### config.mk
export PLATFORM = sky130hd
export DESIGN_NAME = sbr_secondary_reset
export DESIGN_NICKNAME = d
export VERILOG_FILES = /design/src/sbr_strap_capture.v /design/src/sbr_secondary_reset.v
export VERILOG_INCLUDE_DIRS = /design/src /design/src/src
export SDC_FILE = /design/constraint.sdc
export NUM_CORES = 1
export LEC_CHECK = 0
export ABC_AREA = 1
export BUFFER_PORTS_ARGS = -buffer_cell sky130_fd_sc_hd__buf_2
export CORE_AREA = 2 2 88 90
export CTS_CLUSTER_SIZE = 20
export DETAILED_ROUTE_END_ITERATION = 8
export DIE_AREA = 0 0 90 92
export PLACE_DENSITY = 0.59
export SLEW_MARGIN = 20
export SYNTH_ARGS = -nofsm -noshare
export SYNTH_HDL_FRONTEND = slang
export SYNTH_HIERARCHICAL = 1
export SYNTH_SLANG_ARGS = --single-unit
### constraint.sdc
create_clock -name pclk -period 1.6 [get_ports pclk]
set_input_delay 0.32 -clock pclk [delete_from_list [all_inputs] [get_ports pclk]]
set_output_delay 0.32 -clock pclk [all_outputs]
set_load 0.01 [all_outputs]
### src/sbr_map.vh
// Register map, field positions, reset values and clock counts of the secondary reset block
`ifndef SBR_MAP_VH
`define SBR_MAP_VH

// Register byte offsets
`define SBR_OFS_BRIDGE_CTRL 8'h3C
`define SBR_OFS_HP_CTRL 8'h48
`define SBR_OFS_STRAP_STAT 8'h50
`define SBR_OFS_INT_STATUS 8'h54
`define SBR_OFS_INT_MASK 8'h58

// Bridge control fields
`define SBR_BIT_SW_RESET 0

// Hot plug control fields
`define SBR_BIT_HP_FIRST 0
`define SBR_BIT_HP_SECOND 1
`define SBR_BIT_M66_DRIVE 2
`define SBR_BIT_IRQ_DRIVE 3

// Strap and pin status fields
`define SBR_BIT_ST_M66 0
`define SBR_BIT_ST_PCIX 1
`define SBR_BIT_ST_SECRST 2
`define SBR_BIT_ST_HPMODE 3
`define SBR_BIT_ST_SDATA 4
`define SBR_BIT_ST_IRQ_LO 8
`define SBR_IRQ_LINES 4

// Interrupt status and mask fields
`define SBR_BIT_EV_PME 0
`define SBR_BIT_EV_PERR 1
`define SBR_BIT_EV_RELEASE 2
`define SBR_NUM_EVENTS 3

// Reset values
`define SBR_RST_BRIDGE_CTRL 1'h0
`define SBR_RST_HP_CTRL 4'h0
`define SBR_RST_INT_MASK 3'h0

// Bus clock half periods in core cycles
`define SBR_HALF_33 4'h1
`define SBR_HALF_66 4'h1
`define SBR_HALF_PCIX 4'h1
`define SBR_NUM_BUS_CLK 5

`endif

### src/sbr_strap_capture.v
// Strap latch that captures a strap level on the release edge of the secondary reset
`timescale 1ns/10ps
module sbr_strap_capture #(
    parameter WIDTH = 1
) (
    // Clock and chip reset
    input wire pclk,
    input wire presetn,
    // Capture control
    input wire release_now,
    input wire capture_en,
    // Strap level and held value
    input wire [WIDTH-1:0] strap_in,
    output reg [WIDTH-1:0] strap_held
);

    // Straps that move after the release edge are ignored
    always @(posedge pclk or negedge presetn) begin
        if (!presetn) begin
            strap_held <= {WIDTH{1'b0}};
        end else if (release_now && capture_en) begin
            strap_held <= strap_in;
        end
    end

endmodule // sbr_strap_capture

### src/sbr_secondary_reset.v
// Secondary bus reset, strap capture, alternate pin functions and APB registers
`timescale 1ns/10ps
`include "sbr_map.vh"

// Behaviour
// Secondary reset output is low whenever chip reset is low.
// Secondary reset output also stays low while software reset bit is set.
// Secondary reset never resets internal logic; only bus agents see it.
// No hardware wait after reset release; software times first configuration access.
// Outside hot plug, speed strap is captured at secondary reset rising edge.
// After release, changes on the speed strap are ignored.
// In hot plug mode after release, speed pin may be driven low open-drain.
// Capability strap captured at release edge picks bus mode, then ignored.
// Five secondary bus clock outputs are provided.
// Hot plug mode turns fifth clock pin into serial data input.
// Parity error pin reports secondary bus parity errors only.
// First interrupt line is input or open-drain output; other three inputs.
// Open-drain power event output asserted on hot plug power events.
// 64-bit request pin held asserted while secondary reset is asserted.
// Captured speed strap high selects 66 MHz, low selects 33 MHz.
module sbr_secondary_reset (
    // Clock and chip reset
    input wire pclk,
    input wire presetn,
    // APB slave
    input wire psel,
    input wire penable,
    input wire pwrite,
    input wire [7:0] paddr,
    input wire [31:0] pwdata,
    output reg [31:0] prdata,
    output reg pready,
    output reg pslverr,
    // Secondary bus reset
    output reg sec_reset_n,
    // Speed strap pin
    input wire m66en_in,
    output reg m66en_out,
    output reg m66en_oe,
    // Capability strap
    input wire pcixcap_in,
    // Bus clocks, lowest four
    output reg [3:0] bus_clk,
    // Fifth clock pin, shared with serial input data
    input wire bus_clk4_in,
    output reg bus_clk4_out,
    output reg bus_clk4_oe,
    output reg hp_serial_in_data,
    // Selected speed and mode
    output reg bus_66mhz,
    output reg bus_pcix,
    // Parity error pin
    input wire sec_parity_err,
    output reg perr_n_out,
    output reg perr_n_oe,
    // Interrupt lines
    input wire irq_line_first_in,
    output reg irq_line_first_out,
    output reg irq_line_first_oe,
    input wire [2:0] irq_lines_in,
    // Power event pin
    input wire hp_power_event,
    output reg pme_n_out,
    output reg pme_n_oe,
    // 64-bit request pin
    output reg req64_n_out,
    output reg req64_n_oe,
    // Interrupt output
    output reg irq
);

    // Software controls
    reg sw_secondary_reset_bit;
    reg hotplug_enable_first;
    reg hotplug_enable_second;
    reg m66_drive_low;
    reg irq_first_drive_low;
    reg [`SBR_NUM_EVENTS-1:0] int_status;
    reg [`SBR_NUM_EVENTS-1:0] int_mask;

    // Bus transfer state
    reg [`SBR_NUM_EVENTS-1:0] read_clear;

    // Clock generator
    reg [3:0] div_cnt;
    reg clk_phase;

    wire held_m66;
    wire held_pcix;

    wire hotplug_mode = hotplug_enable_first | hotplug_enable_second;
    wire next_sec_reset_n = ~sw_secondary_reset_bit;
    wire release_now = next_sec_reset_n & ~sec_reset_n;
    wire setup_phase = psel & ~penable;
    wire access_done = psel & penable & pready;
    wire wr_done = access_done & pwrite;
    wire [3:0] half_period = held_pcix ? `SBR_HALF_PCIX :
                             (held_m66 ? `SBR_HALF_66 : `SBR_HALF_33);
    wire [`SBR_NUM_EVENTS-1:0] events;

    // Address decode used in the setup phase only
    function is_mapped;
        input [7:0] addr;
        begin
            is_mapped = (addr == `SBR_OFS_BRIDGE_CTRL) ||
                        (addr == `SBR_OFS_HP_CTRL) ||
                        (addr == `SBR_OFS_STRAP_STAT) ||
                        (addr == `SBR_OFS_INT_STATUS) ||
                        (addr == `SBR_OFS_INT_MASK);
        end
    endfunction

    // Secondary reset: chip reset forces it low, software holds it low
    always @(posedge pclk or negedge presetn) begin
        if (!presetn) begin
            sec_reset_n <= 1'b0;
        end else begin
            sec_reset_n <= next_sec_reset_n;
        end
    end
    // Nothing inside is reset by sec_reset_n; it only drives the pin. R3
    // No settle timer after release; software must wait before config cycles. R4

    // Speed strap only counts outside hot plug mode
    sbr_strap_capture #(
        .WIDTH(1)
    ) u_m66_capture (
        .pclk(pclk),
        .presetn(presetn),
        .release_now(release_now),
        .capture_en(~hotplug_mode),
        .strap_in(m66en_in),
        .strap_held(held_m66)
    );

    sbr_strap_capture #(
        .WIDTH(1)
    ) u_pcix_capture (
        .pclk(pclk),
        .presetn(presetn),
        .release_now(release_now),
        .capture_en(1'b1),
        .strap_in(pcixcap_in),
        .strap_held(held_pcix)
    );

    // Selected speed and mode
    always @(posedge pclk or negedge presetn) begin
        if (!presetn) begin
            bus_66mhz <= 1'b0;
            bus_pcix <= 1'b0;
        end else begin
            bus_66mhz <= held_m66;
            bus_pcix <= held_pcix;
        end
    end

    // Speed pin drive in hot plug mode, only once the bus is out of reset
    always @(posedge pclk or negedge presetn) begin
        if (!presetn) begin
            m66en_out <= 1'b0;
            m66en_oe <= 1'b0;
        end else begin
            m66en_out <= 1'b0;
            m66en_oe <= hotplug_mode & sec_reset_n & m66_drive_low;
        end
    end

    // Bus clock divider; core clock limits the real rate, half periods are the knob
    always @(posedge pclk or negedge presetn) begin
        if (!presetn) begin
            div_cnt <= 4'h0;
            clk_phase <= 1'b0;
        end else if (div_cnt + 4'h1 >= half_period) begin
            div_cnt <= 4'h0;
            clk_phase <= ~clk_phase;
        end else begin
            div_cnt <= div_cnt + 4'h1;
        end
    end

    always @(posedge pclk or negedge presetn) begin
        if (!presetn) begin
            bus_clk <= 4'h0;
            bus_clk4_out <= 1'b0;
            bus_clk4_oe <= 1'b0;
            hp_serial_in_data <= 1'b0;
        end else begin
            bus_clk <= {4{clk_phase}};
            bus_clk4_out <= clk_phase & ~hotplug_mode;
            bus_clk4_oe <= ~hotplug_mode;
            hp_serial_in_data <= hotplug_mode ? bus_clk4_in : 1'b0;
        end
    end

    // Parity error pin follows secondary bus parity errors only
    always @(posedge pclk or negedge presetn) begin
        if (!presetn) begin
            perr_n_out <= 1'b0;
            perr_n_oe <= 1'b0;
        end else begin
            perr_n_out <= 1'b0;
            perr_n_oe <= sec_parity_err;
        end
    end

    // First interrupt line doubles as an open-drain output for hot plug
    always @(posedge pclk or negedge presetn) begin
        if (!presetn) begin
            irq_line_first_out <= 1'b0;
            irq_line_first_oe <= 1'b0;
        end else begin
            irq_line_first_out <= 1'b0;
            irq_line_first_oe <= irq_first_drive_low;
        end
    end

    // 64-bit request held asserted during secondary reset
    always @(posedge pclk or negedge presetn) begin
        if (!presetn) begin
            req64_n_out <= 1'b0;
            req64_n_oe <= 1'b1;
        end else begin
            req64_n_out <= 1'b0;
            req64_n_oe <= ~next_sec_reset_n;
        end
    end

    // Sticky events; a new event beats a read clear in the same cycle
    assign events[`SBR_BIT_EV_PME] = hp_power_event;
    assign events[`SBR_BIT_EV_PERR] = sec_parity_err;
    assign events[`SBR_BIT_EV_RELEASE] = release_now;

    always @(posedge pclk or negedge presetn) begin
        if (!presetn) begin
            int_status <= {`SBR_NUM_EVENTS{1'b0}};
        end else if (access_done && !pwrite && paddr == `SBR_OFS_INT_STATUS) begin
            int_status <= (int_status & ~read_clear) | events;
        end else begin
            int_status <= int_status | events;
        end
    end

    // Power event pin held low while its event is pending
    always @(posedge pclk or negedge presetn) begin
        if (!presetn) begin
            pme_n_out <= 1'b0;
            pme_n_oe <= 1'b0;
            irq <= 1'b0;
        end else begin
            pme_n_out <= 1'b0;
            pme_n_oe <= int_status[`SBR_BIT_EV_PME] | hp_power_event;
            irq <= |(int_status & int_mask);
        end
    end

    // Register writes take effect at the access edge
    always @(posedge pclk or negedge presetn) begin
        if (!presetn) begin
            sw_secondary_reset_bit <= `SBR_RST_BRIDGE_CTRL;
            {irq_first_drive_low, m66_drive_low, hotplug_enable_second, hotplug_enable_first} <= `SBR_RST_HP_CTRL;
            int_mask <= `SBR_RST_INT_MASK;
        end else if (wr_done) begin
            case (paddr)
                `SBR_OFS_BRIDGE_CTRL: begin
                    sw_secondary_reset_bit <= pwdata[`SBR_BIT_SW_RESET];
                end
                `SBR_OFS_HP_CTRL: begin
                    hotplug_enable_first <= pwdata[`SBR_BIT_HP_FIRST];
                    hotplug_enable_second <= pwdata[`SBR_BIT_HP_SECOND];
                    m66_drive_low <= pwdata[`SBR_BIT_M66_DRIVE];
                    irq_first_drive_low <= pwdata[`SBR_BIT_IRQ_DRIVE];
                end
                `SBR_OFS_INT_MASK: begin
                    int_mask <= pwdata[`SBR_NUM_EVENTS-1:0];
                end
                default: begin
                    sw_secondary_reset_bit <= sw_secondary_reset_bit;
                end
            endcase
        end
    end

    // Read data and answer built in setup so every bus output is a flop
    always @(posedge pclk or negedge presetn) begin
        if (!presetn) begin
            prdata <= 32'h0;
            pready <= 1'b0;
            pslverr <= 1'b0;
            read_clear <= {`SBR_NUM_EVENTS{1'b0}};
        end else if (setup_phase) begin
            pready <= 1'b1;
            pslverr <= ~is_mapped(paddr);
            prdata <= 32'h0;
            read_clear <= {`SBR_NUM_EVENTS{1'b0}};
            if (!pwrite) begin
                case (paddr)
                    `SBR_OFS_BRIDGE_CTRL: begin
                        prdata[`SBR_BIT_SW_RESET] <= sw_secondary_reset_bit;
                    end
                    `SBR_OFS_HP_CTRL: begin
                        prdata[`SBR_BIT_HP_FIRST] <= hotplug_enable_first;
                        prdata[`SBR_BIT_HP_SECOND] <= hotplug_enable_second;
                        prdata[`SBR_BIT_M66_DRIVE] <= m66_drive_low;
                        prdata[`SBR_BIT_IRQ_DRIVE] <= irq_first_drive_low;
                    end
                    `SBR_OFS_STRAP_STAT: begin
                        prdata[`SBR_BIT_ST_M66] <= held_m66;
                        prdata[`SBR_BIT_ST_PCIX] <= held_pcix;
                        prdata[`SBR_BIT_ST_SECRST] <= sec_reset_n;
                        prdata[`SBR_BIT_ST_HPMODE] <= hotplug_mode;
                        prdata[`SBR_BIT_ST_SDATA] <= hp_serial_in_data;
                        prdata[`SBR_BIT_ST_IRQ_LO +: `SBR_IRQ_LINES] <= {irq_lines_in, irq_line_first_in};
                    end
                    `SBR_OFS_INT_STATUS: begin
                        prdata[`SBR_NUM_EVENTS-1:0] <= int_status;
                        read_clear <= int_status;
                    end
                    `SBR_OFS_INT_MASK: begin
                        prdata[`SBR_NUM_EVENTS-1:0] <= int_mask;
                    end
                    default: begin
                        prdata <= 32'h0;
                    end
                endcase
            end
        end else begin
            pready <= 1'b0;
            pslverr <= 1'b0;
        end
    end

endmodule // sbr_secondary_reset

* Word level (Yosys, flattened, before mapping)
Cells that the tools add are included.
** Operators by class
- Add/subtract/negate cells :: 1
- Order comparisons :: 1
- Eq/ne operators :: 5
- Multiplexer cells :: 13
- Bitwise operators :: 21
- Reductions and logical operators :: 12
** Operators with widths (count)
- $eq A8 B7 Y1 const B :: 4
- $mux W12 :: 1
- $mux W3 :: 3
- $and A1 B1 Y1 :: 8
- $eq A8 B6 Y1 const B :: 1
- $mux W4 :: 2
- $pmux W2 S4 :: 1
- $and A3 B3 Y3 :: 2
- $not A1 Y1 :: 6
- $or A3 B3 Y3 :: 2
- $reduce_and A2 Y1 :: 3
- $pmux W1 S5 :: 1
- $add A4 B1 Y4 const B :: 1
- $ge A4 B1 Y1 const B :: 1
- $logic_or A1 B1 Y1 :: 4
- $mux W1 :: 4
- $logic_and A1 B1 Y1 :: 3
- $not A3 Y3 :: 1
- $reduce_or A3 Y1 :: 1
- $or A1 B1 Y1 :: 2
- $pmux W1 S2 :: 1
- $logic_not A1 Y1 :: 1
** Word-level totals
- Register bits after elaboration :: 68
- Bits of input ports :: 54
- Output and inout bits :: 55
- Word-level logic and storage cells :: 81

* Logic depth before layout (Yosys ltp)
Gate-level depths: netlist of run 1.
- Depth after elaboration :: 7
- Depth in mapped cells :: 9
- Mapped depth without buffers :: 9

* Hierarchy
The synthesis of run 1 kept the hierarchy.
** Modules (own cells, without submodules)
- sbr_secondary_reset :: times used 1, cells each 228, area each 2058.2 um2, seq. area each 1077.3 um2
- sbr_strap_capture :: times used 2, cells each 5, area each 41.3 um2, seq. area each 25.0 um2

* Worst setup path after synthesis of run 1
No wires, ideal clock.
- Path kind :: input port to flip-flop
- From :: input port paddr[7]
- To :: register hotplug_enable_first
- Setup time :: 0.119 ns
- Arrival time :: 1.093 ns
- Required time :: 1.481 ns
- Setup slack :: 0.388 ns
- Cell stages on the path :: 7
- Path buffers :: 0
- Path through :: inv_1 nand2_2 nor2_2 nand2_4 nor3_4 nand2_1 o21a_1
** Between the ends
- Word-level cells in the longest chain between the ends :: 2
** Ends and longest elaborated chain
- start: declaration :: line sbr_secondary_reset.v:29 : input wire [7:0] paddr,
- $eq A8 B7 Y1 :: line sbr_secondary_reset.v:264 : case (paddr)
- $reduce_and A2 Y1 (no line)
- end signal: assignment :: line sbr_secondary_reset.v:261 : {irq_first_drive_low, m66_drive_low, hotplug_enable_second, hotplug_enable_first} <= `SBR_RST_HP_CTRL;
- end signal: assignment :: line sbr_secondary_reset.v:269 : hotplug_enable_first <= pwdata[`SBR_BIT_HP_FIRST];
- end: declaration :: line sbr_secondary_reset.v:74 : reg hotplug_enable_first;
No other way between the ends.
A chain may end at the register's enable or synchronous reset.

* Worst setup path after layout of run 1
- From :: register req64_n_oe
- To :: output port req64_n_oe
** RTL lines
- start: declaration :: line sbr_secondary_reset.v:67 : output reg req64_n_oe,
- start signal: assignment :: line sbr_secondary_reset.v:225 : req64_n_oe <= ~next_sec_reset_n;
No word-level cell between the ends.

==> results of run 1 <==
## worst paths after layout
path                                     startpoint             endpoint
worst max-delay path                     req64_n_oe           req64_n_oe
worst min-delay path                 sec_parity_err            perr_n_oe
worst max register to register               pready        int_status[2]
worst min register to register  irq_first_drive_low    irq_line_first_oe
max in group asynchronous                   presetn           req64_n_oe
min in group asynchronous                   presetn  irq_first_drive_low
## cell usage after synthesis (3+ instances only)
cell type and n:
nand2_1 56, nand4_1 3, nand3_1 19, o22ai_1 4, dfrtp_1 44, buf_4 32, nor2_4 3, nor2_1 13
nand2_2 3, inv_1 23, o21ai_0 15
## final cells by class
type / instances / area, um2 / share of cell area [%]
Timing Repair Buffer: 61 / 343 / 13.2
Clock inverter: 1 / 30.0 / 1.15
Sequential cell: 45 / 1130 / 43.4
Multi-Input combinational cell: 165 / 788 / 30.3
Inverter: 26 / 97.6 / 3.75
Clock buffer: 7 / 86.3 / 3.32
Tap cell: 102 / 128 / 4.91
## registers in the layout (all words and copies together), names as in the netlist, 3 cells and up
signal,flops
int_status,3
int_mask,3
read_clear,3
prdata,9
div_cnt,4
## worst reg2reg max path, stage by stage, from the launching register on
cell     delay [ns]
dfrtp_1        0.35
nand3_1        0.18
nor2_1         0.14
nand3_1        0.14
o21ai_0        0.20
o21ai_0        0.10
## power groups by stage
stage	registers, mW	clock network, mW	logic, mW
after floorplan	1.18	0	0.129
after detailed placement	1.18	0	0.173
final	1.16	0.868	0.171
after global routing	1.16	0.938	0.195
after global placement	1.18	0	0.171
after CTS	1.16	0.892	0.175
## timing repair
item                       4_1_cts  5_1_grt
setup endpoints to repair        0        0
hold buffers                     1        0
hold endpoints to repair        11        0
## cells by family (layout without fill, tap and decap cells)
group                      after synthesis  in the layout  synth area share [%]
and+or+nand+nor                        107            107                  23.5
buffers and inverters                   58             95                  15.8
DFF                                     45             45                  52.7
AOI/OAI and AO/OA                       23             23                  6.14
adders and majority gates                2              2                  1.17
other                                    2             32                 0.351
xor gates and xnor gates                 1              1                 0.409
## metal layers
layer / track usage, % / vias to the layer above
met5: 0 / -
met4: 3.85 / 0
met3: 4.03 / 6
met2: 17.7 / 62
met1: 14.5 / 743
li1: - / 820
## stage by stage
stage | std cells | power [mW] | cell area [um2]
2_1_floorplan | 268 | 1.31 | 2250
3_3_place_gp | 398 | 1.35 | 2470
3_5_place_dp | 398 | 1.35 | 2470
4_1_cts | 407 | 2.22 | 2600
5_1_grt | 407 | 2.29 | 2600
6_report | 407 | 2.20 | 2600
==> results.py, run 1 <==
metrics = {
    "floorplanning": {
        "die_w_um": 90,
        "num_io_pins": 109,
        "die-area_um2": 8280,
        "initial_core_util_pct": 28.7,
        "rows": 32,
        "die_h_um": 92,
        "core_area_um2": 7450,
    },
    "cells_and_area": {
        "final_cell_mix": "56 x nand2_1, 52 x buf_2, 44 x dfrtp_1, 32 x conb_1, 23 x inv_1",
        "nets": 360,
        "fill_cells": 800,
        "final_common_cell": "nand2_1",
        "syn_to_final_growth_pct": 21.4,
        "drive_gt1_share_pct": 26.6,
        "diodes": 0,
        "final_util_pct": 34.9,
    },
    "logic_synthesis": {
        "netlist.area_leader.share_pct": 51.4,
        "synth_ff_type": "dfrtp_1",
        "ys_seq_area_share_pct": 52.7,
        "synth-async-reset-ratio_pct": 100,
        "ys_warn_count": 6,
        "synth_edf_count": 0,
        "ys_seq_elements": 45,
        "synth.distinct_cells": 27,
        "synth.avg_cell_area_um2": 8.99,
        "synth_area_um2": 2140,
        "synthTopCellsByArea": "dfrtp_1 51%, buf_4 11%, nand2_1 9.8%",
        "syn-instance-count": 238,
        "yosysTopAreaCell": "dfrtp_1",
    },
    "detailed_routing": {
        "met2_length_mm": 1.96,
        "via_per_inst": 4.01,
        "met1_length_mm": 1.96,
        "firstDrtPassIters": 4,
        "drt-total-wl_mm": 4.36,
        "drt_iter0_drc": 75,
        "drc": 0,
        "wire_per_inst_um": 10.7,
        "vias": 1631,
        "top_layer_used": "met4",
        "met3_length_um": 387,
        "antenna_left": 0,
    },
    "timing": {
        "setup_violations": 0,
        "finalCritPeriodShare_pct": 78.1,
        "fin_ws_ns": 0.351,
        "hold_slack_ns": 0.142,
        "hold_viol": 0,
        "min_period_ns": 1.25,
        "fmax_mhz": 801,
        "final.setup.tns_ns": 0,
        "drv_slew": 0,
        "rsz0062_at_grt": "false",
        "clock_skew_ns": 0.00627,
    },
    "place": {
        "pre_cts_slack_ns": 0.159,
        "port_buffers": 52,
        "dp_hpwl_mm": 3.44,
        "place_congestion": 0.864,
    },
    "grt": {
        "antenna_found_initial": 0,
        "grt_max_degree": 23,
        "grt_usage_pct": 11.3,
        "grt_pass1_wl_mm": 7.38,
        "overflow": 0,
        "grt_pass1_vias": 1553,
    },
    "pwr": {
        "irDropWorstVdd_v": 0.000321,
        "pwr-share-clk_pct": 39.5,
        "p_int_mw": 1.71,
        "power.density_nw_per_um2": 844,
        "p_sw_uw": 483,
        "p_comb_share_pct": 7.8,
        "seqPwrFrac_pct": 52.6,
        "swShare_pct": 22.0,
        "p_leak_nw": 1.38,
    },
    "cts": {
        "cts_htree_levels": 2,
        "cts_tree": "done",
        "cts_buffer_depth": 2,
        "cts_root_buf": "clkbuf_8",
        "worstSkewPairLatency_ns": 0.30,
        "clkTransAtPathRegs_ns": 0.08,
        "clock-sinks": 45,
        "cts.repair.resized": 0,
        "post_cts_buffers": 0,
        "cts_buffers": 5,
    },
    "setup_path": {
        "cp.arrival_ns": 0.93,
        "cp_top_family": "flip-flops",
        "worstPathRequired_ns": 1.28,
        "cp_slowest_cell": "dfstp_2",
        "r2r_slack_ns": 0.37,
        "crit_type": "flop to output pin",
        "path_cells": "buf_2",
        "timing.critical_path.buf_inv": 1,
        "slowest_delay_ns": 0.51,
        "critical_path.max_fanout": 1,
        "cp_num_cells": 1,
        "cp-end-kind": "output pin",
        "ff2ff_path_depth": 5,
        "startpoint_type": "flop",
    },
    "job": {
        "cap_violations": 0,
    },
    "min_path": {
        "hp-class": "input port to flop",
        "whs_path_depth": 1,
    },
    "run_status": {
        "status": "finished clean",
    },
}
Note: power is estimated with default switching activity, not from simulation.
==> run 2, diff against run 1 <==
--- a/config.mk
+++ b/config.mk
@@ -12,7 +12,7 @@
 export CTS_CLUSTER_SIZE = 20
 export DETAILED_ROUTE_END_ITERATION = 8
 export DIE_AREA = 0 0 90 92
-export PLACE_DENSITY = 0.59
+export PLACE_DENSITY = 0.61
 export SLEW_MARGIN = 20
 export SYNTH_ARGS = -nofsm -noshare
 export SYNTH_HDL_FRONTEND = slang
==> constraint.sdc (replaced) <==
create_clock -name pclk -period 1 [get_ports pclk]
set_input_delay 0.2 -clock pclk [delete_from_list [all_inputs] [get_ports pclk]]
set_output_delay 0.2 -clock pclk [all_outputs]
set_load 0.01 [all_outputs]
==> run 2 against run 1 <==
Net effect: the flow now finishes with violations (setup timing); clock-buffer cell count shrank 1; sequential share of layout area shrank 5.5 points; core utilization grew 5.1 points; combinational power grew 91%; critical path depth grew 1; non-clock buffer count grew 30.
==> results.py, run 2 (synthesized netlist as in run 1, its figures left out) <==
metrics = {
    "run_status": {
        "status": "complete, but fails checks",
        "failed_checks": "setup timing",
    },
    "floorplanning": {
        "die_h_um": 92,
        "die-area_um2": 8280,
        "core_area_um2": 7450,
        "initial_core_util_pct": 28.7,
        "num_io_pins": 109,
        "die_w_um": 90,
        "rows": 32,
    },
    "min_path": {
        "whs_path_depth": 1,
        "hp-class": "input port to flop",
        "min_from": "sec_parity_err",
        "holdPathEnd": "perr_n_oe",
    },
    "detailed_routing": {
        "met3_length_um": 317,
        "via_per_inst": 4.04,
        "drt_iter0_drc": 51,
        "drt-total-wl_mm": 4.91,
        "antenna_left": 0,
        "drc": 0,
        "top_layer_used": "met4",
        "firstDrtPassIters": 4,
        "met2_length_mm": 2.44,
        "wire_per_inst_um": 11.2,
        "vias": 1765,
        "met1_length_mm": 2.11,
    },
    "cells_and_area": {
        "syn_to_final_growth_pct": 39.3,
        "diodes": 0,
        "largest_reg_flops": 9,
        "nets": 390,
        "top_regs": "prdata x9, div_cnt x4",
        "final_util_pct": 40.0,
        "largest_register": "prdata",
        "final_common_cell": "nand2_1",
        "drive_gt1_share_pct": 41.2,
        "instances_no_fill": 437,
        "final_cell_mix": "48 x nand2_1, 47 x buf_2, 43 x dfrtp_1, 33 x buf_4, 32 x conb_1",
        "fill_cells": 771,
    },
    "setup_path": {
        "crit_type": "flop to output pin",
        "critical_path.max_fanout": 2,
        "slowest_delay_ns": 0.42,
        "r2r_slack_ns": -0.15,
        "crit-reg2reg-launch": "div_cnt[0]",
        "startpoint_type": "flop",
        "ff2ff_path_depth": 5,
        "cp-end-kind": "output pin",
        "path_cells": "buf_6 -> buf_6",
        "cp.arrival_ns": 0.95,
        "cp_slowest_cell": "dfrtp_1",
        "worstPathRequired_ns": 0.80,
        "reg2reg_to": "clk_phase",
        "crit_path_frequent_cell": "buf_6",
    },
    "timing": {
        "drv_slew": 0,
        "hold_viol": 0,
        "min_period_ns": 1.15,
        "finalCritPeriodShare_pct": 115,
        "clock_skew_ns": 0.00609,
        "setup_violations": 32,
        "fmax_mhz": 868,
        "fin_ws_ns": -0.152,
        "rsz0062_at_grt": "true",
    },
    "cts": {
        "cts_buffer_depth": 2,
        "worstSkewPairLatency_ns": 0.29,
        "cts_htree_levels": 2,
        "clock-sinks": 45,
        "clkTransAtPathRegs_ns": 0.08,
        "cts_root_buf": "clkbuf_8",
        "cts_tree": "done",
        "cts_buffers": 5,
    },
    "grt": {
        "grt_usage_pct": 11.9,
        "antenna_found_initial": 0,
        "overflow": 0,
        "grt_max_degree": 46,
        "grt_pass1_vias": 1618,
        "grt_pass1_wl_mm": 7.67,
    },
    "pwr": {
        "pwr-share-clk_pct": 32.9,
        "p_leak_nw": 1.54,
        "p_comb_share_pct": 10.0,
        "swShare_pct": 24.9,
        "power.density_nw_per_um2": 1090,
        "power_mw": 3.25,
        "p_int_mw": 2.44,
        "seqPwrFrac_pct": 57.0,
        "p_sw_uw": 808,
        "irDropWorstVdd_v": 0.000492,
    },
    "job": {
        "cap_violations": 0,
    },
    "place": {
        "port_buffers": 52,
        "dp_hpwl_mm": 3.51,
        "place_inst": 410,
        "place_congestion": 0.859,
    },
}
==> run 2: changes by cell type in the layout (fill, tap and decap cells not counted), moves of 3 or more <==
| cell | previous run | this run |
|---|---|---|
| nand2_1 | 56 | 48 |
| nor2_1 | 13 | 9 |
| o21ai_0 | 15 | 6 |
| buf_4 | 7 | 33 |
| nand3_4 | 0 | 3 |
| nand2_2 | 3 | 10 |
| buf_2 | 52 | 47 |
| nand3_1 | 19 | 14 |
| nor2_4 | 3 | 7 |
| inv_1 | 23 | 20 |
| buf_6 | 0 | 9 |
| o21ai_1 | 0 | 7 |
==> run 2: through the flow <==
stage | TNS, ns | cell area [um2] | setup slack, ns | hold WS [ns]
floorplan | -0.331 | 2300 | -0.0873 | -0.0956
global placement | -4.17 | 2600 | -0.203 | 0.197
detailed placement | -4.79 | 2600 | -0.246 | 0.200
CTS | -1.57 | 2820 | -0.159 | 0.00953
global route | -3.54 | 2980 | -0.215 | 0.0118
finish | -1.51 | 2980 | -0.152 | 0.0168
==> run 2: power groups by stage <==
stage / logic, mW / registers [mW] / clock network [mW]
floorplan: 0.216 / 1.89 / 0
global placement: 0.299 / 1.89 / 0
detailed placement: 0.304 / 1.89 / 0
CTS: 0.316 / 1.85 / 1.11
global route: 0.363 / 1.85 / 1.21
finish: 0.326 / 1.85 / 1.07
==> run 2: worst max path at each step <==
stage | startpoint | endpoint | slack [ns]
2_1_floorplan | div_cnt[0] | clk_phase | -0.09
3_3_place_gp | paddr[5] | int_mask[0] | -0.20
3_5_place_dp | paddr[5] | int_status[0] | -0.25
4_1_cts | div_cnt[0] | clk_phase | -0.16
5_1_grt | div_cnt[0] | clk_phase | -0.21
6_report | sec_reset_n | sec_reset_n | -0.15
==> run 2: area by class of cell <==
type                       count  area, um2  share of cell area, %
tap                          102        128                   4.28
clock inverter                 2       10.0                  0.336
timing repair buffer          91        614                   20.6
inverter                      26        105                   3.52
sequential                    45       1130                   37.9
multi-input combinational    165        923                   31.0
clock buffer                   6       72.6                   2.43
==> run 2: what timing repair did <==
action	4_1_cts	5_1_grt
gates cloned	0	0
setup endpoints to repair	38	51
pin swaps	8	12
buffers inserted	6	12
resized for setup	18	20
hold buffers	1	0
endpoints found under the hold margin	44	0
==> run 2: per-layer routing <==
layer  up-vias  track usage [%]
li1        881                -
met1       828             14.9
met2        52             19.1
met5         -                0
met3         4             3.86
met4         0             4.49
==> run 2: critical path, delay by kind of cell (launching register included) <==
kind / cells / cell delay, ns
flip-flops: 1 / 0.42
buffers and inverters: 2 / 0.24
==> run 3, diff against run 2 <==
--- a/config.mk
+++ b/config.mk
@@ -13,6 +13,7 @@
 export DETAILED_ROUTE_END_ITERATION = 8
 export DIE_AREA = 0 0 90 92
 export PLACE_DENSITY = 0.61
+export REMOVE_ABC_BUFFERS = 1
 export SLEW_MARGIN = 20
 export SYNTH_ARGS = -nofsm -noshare
 export SYNTH_HDL_FRONTEND = slang
==> run 3 against run 2 <==
Net effect: the run still ends with setup timing left; critical endpoint is now clk_phase; sequential share of layout area rose by 0.42 points; die area did not move; core utilization fell by 0.44 points; register-to-register slack barely moved.
==> results.py, run 3 (synthesized netlist as in run 1, its figures left out) <==
metrics = {
    "cts": {
        "cts_root_buf": "clkbuf_8",
        "clock-sinks": 45,
        "worstSkewPairLatency_ns": 0.29,
        "cts_buffers": 5,
        "cts_buffer_depth": 2,
        "cts_htree_levels": 2,
        "clkTransAtPathRegs_ns": 0.09,
        "cts_tree": "done",
    },
    "setup_path": {
        "r2r_slack_ns": -0.15,
        "crit-reg2reg-launch": "div_cnt[1]",
        "cp_slowest_cell": "dfrtp_1",
        "crit_type": "flop to flop",
        "slowest_delay_ns": 0.39,
        "reg2reg_to": "clk_phase",
        "worstPathRequired_ns": 1.19,
        "cp-end-kind": "flop",
        "critical_path.max_fanout": 3,
        "path_cells": "inv_2 -> ha_4 -> nor3_4 -> nand2_2 -> xor2_1",
        "cp.arrival_ns": 1.34,
        "ff2ff_path_depth": 5,
        "startpoint_type": "flop",
    },
    "pwr": {
        "p_comb_share_pct": 10.1,
        "pwr-share-clk_pct": 33.3,
        "p_leak_nw": 1.52,
        "seqPwrFrac_pct": 56.5,
        "power.density_nw_per_um2": 1110,
        "p_sw_uw": 821,
        "irDropWorstVdd_v": 0.000544,
        "p_int_mw": 2.46,
        "swShare_pct": 25.1,
    },
    "cells_and_area": {
        "final_cell_mix": "49 x buf_2, 48 x nand2_1, 43 x dfrtp_1, 32 x conb_1, 25 x buf_4",
        "largest_reg_flops": 9,
        "final_util_pct": 39.6,
        "largest_register": "prdata",
        "syn_to_final_growth_pct": 37.8,
        "diodes": 0,
        "fill_cells": 764,
        "drive_gt1_share_pct": 40.9,
        "nets": 385,
        "final_common_cell": "buf_2",
        "instances_no_fill": 432,
        "top_regs": "prdata x9, div_cnt x4",
    },
    "floorplanning": {
        "num_io_pins": 109,
        "initial_core_util_pct": 28.7,
        "die_h_um": 92,
        "core_area_um2": 7450,
        "die_w_um": 90,
        "die-area_um2": 8280,
        "rows": 32,
    },
    "detailed_routing": {
        "drt_iter0_drc": 72,
        "via_per_inst": 3.97,
        "drt-total-wl_mm": 4.86,
        "antenna_left": 0,
        "vias": 1717,
        "firstDrtPassIters": 4,
        "drc": 0,
        "wire_per_inst_um": 11.2,
    },
    "place": {
        "place_inst": 411,
        "dp_hpwl_mm": 3.72,
        "port_buffers": 52,
        "place_congestion": 0.830,
    },
    "grt": {
        "antenna_found_initial": 0,
        "grt_usage_pct": 11.7,
        "grt_pass1_wl_mm": 7.56,
        "grt_pass1_vias": 1632,
        "overflow": 0,
        "grt_max_degree": 19,
    },
    "timing": {
        "rsz0062_at_grt": "true",
        "clock_skew_ns": 0.00803,
        "fmax_mhz": 867,
        "fin_ws_ns": -0.153,
        "drv_slew": 0,
        "finalCritPeriodShare_pct": 115,
        "setup_violations": 31,
        "min_period_ns": 1.15,
        "hold_viol": 0,
    },
    "min_path": {
        "holdPathEnd": "perr_n_oe",
        "min_from": "sec_parity_err",
        "hp-class": "input port to flop",
        "whs_path_depth": 1,
    },
    "run_status": {
        "failed_checks": "setup timing",
        "status": "complete, but fails checks",
    },
    "job": {
        "cap_violations": 0,
    },
}
[run 3: changes by cell type in the layout (fill, tap and decap cells not counted), moves of 2 or more]
cell,delta
buf_2,+2
o21ai_2,+2
nand3_1,+2
buf_12,+2
inv_2,+4
nor2_2,+3
buf_4,-8
nor2_4,-2
inv_1,-2
clkinv_2,-2
nor3_4,+2
[run 3: power groups by stage]
stage,Sequential [mW],Combinational [mW],Clock (mW)
after detailed placement,1.89,0.301,0
after floorplan,1.89,0.123,0
final,1.85,0.332,1.09
after global routing,1.85,0.371,1.19
after CTS,1.85,0.318,1.11
after global placement,1.89,0.296,0
[run 3: per-layer routing]
| metal | vias up | share of wire, % | track usage (%) |
|---|---|---|---|
| met5 | - | 0 | 0 |
| met4 | 0 | 1.5 | 3.59 |
| met3 | 7 | 4.4 | 3.78 |
| met2 | 49 | 51 | 20.3 |
| met1 | 791 | 43 | 13.9 |
| li1 | 870 | - | - |
[run 3: critical path: cells and delay by family (launching register included)]
family	cells	cell delay (ns)
adder cells (fa/ha/maj)	1	0.17
XOR/XNOR	1	0.14
buffers and inverters	1	0.08
flip-flops	1	0.39
AND/OR/NAND/NOR	2	0.27
[run 3: worst max path at each step]
stage	start	slack, ns	cells after the start	end
after global placement	paddr[7]	-0.23	8	hotplug_enable_first
after CTS	div_cnt[0]	-0.17	5	clk_phase
after floorplan	div_cnt[0]	-0.12	5	clk_phase
final	div_cnt[1]	-0.15	5	clk_phase
after detailed placement	paddr[1]	-0.27	8	hotplug_enable_first
after global routing	div_cnt[0]	-0.23	5	clk_phase
[run 3: cell type report]
cell class                 count  area (um2)  share of cell area [%]
multi-input combinational    165         918                    31.1
clock inverter                 1        7.51                   0.255
clock buffer                   7        76.3                    2.59
sequential                    45        1130                    38.3
tap                          102         128                    4.33
timing repair buffer          86         593                    20.1
inverter                      26        97.6                    3.31
[run 3: metrics by stage]
step                      area [um2]  hold WS [ns]  power [mW]  setup TNS [ns]  setup slack, ns
after floorplan                 2010       -0.0956        2.01           -1.09           -0.120
after global placement          2600         0.155        2.18           -4.40           -0.228
after detailed placement        2600         0.159        2.19           -5.17           -0.272
after CTS                       2830        0.0229        3.28           -1.51           -0.165
after global routing            2950        0.0168        3.42           -3.40           -0.231
final                           2950        0.0282        3.28           -1.45           -0.153
[run 3: what timing repair did]
action / in CTS / in global routing
resized for setup: 30 / 27
cloned: 0 / 0
endpoints found under the hold margin: 12 / 0
hold buffers: 1 / 0
pin swaps: 10 / 20
setup endpoints to repair: 37 / 50
setup buffers: 5 / 8
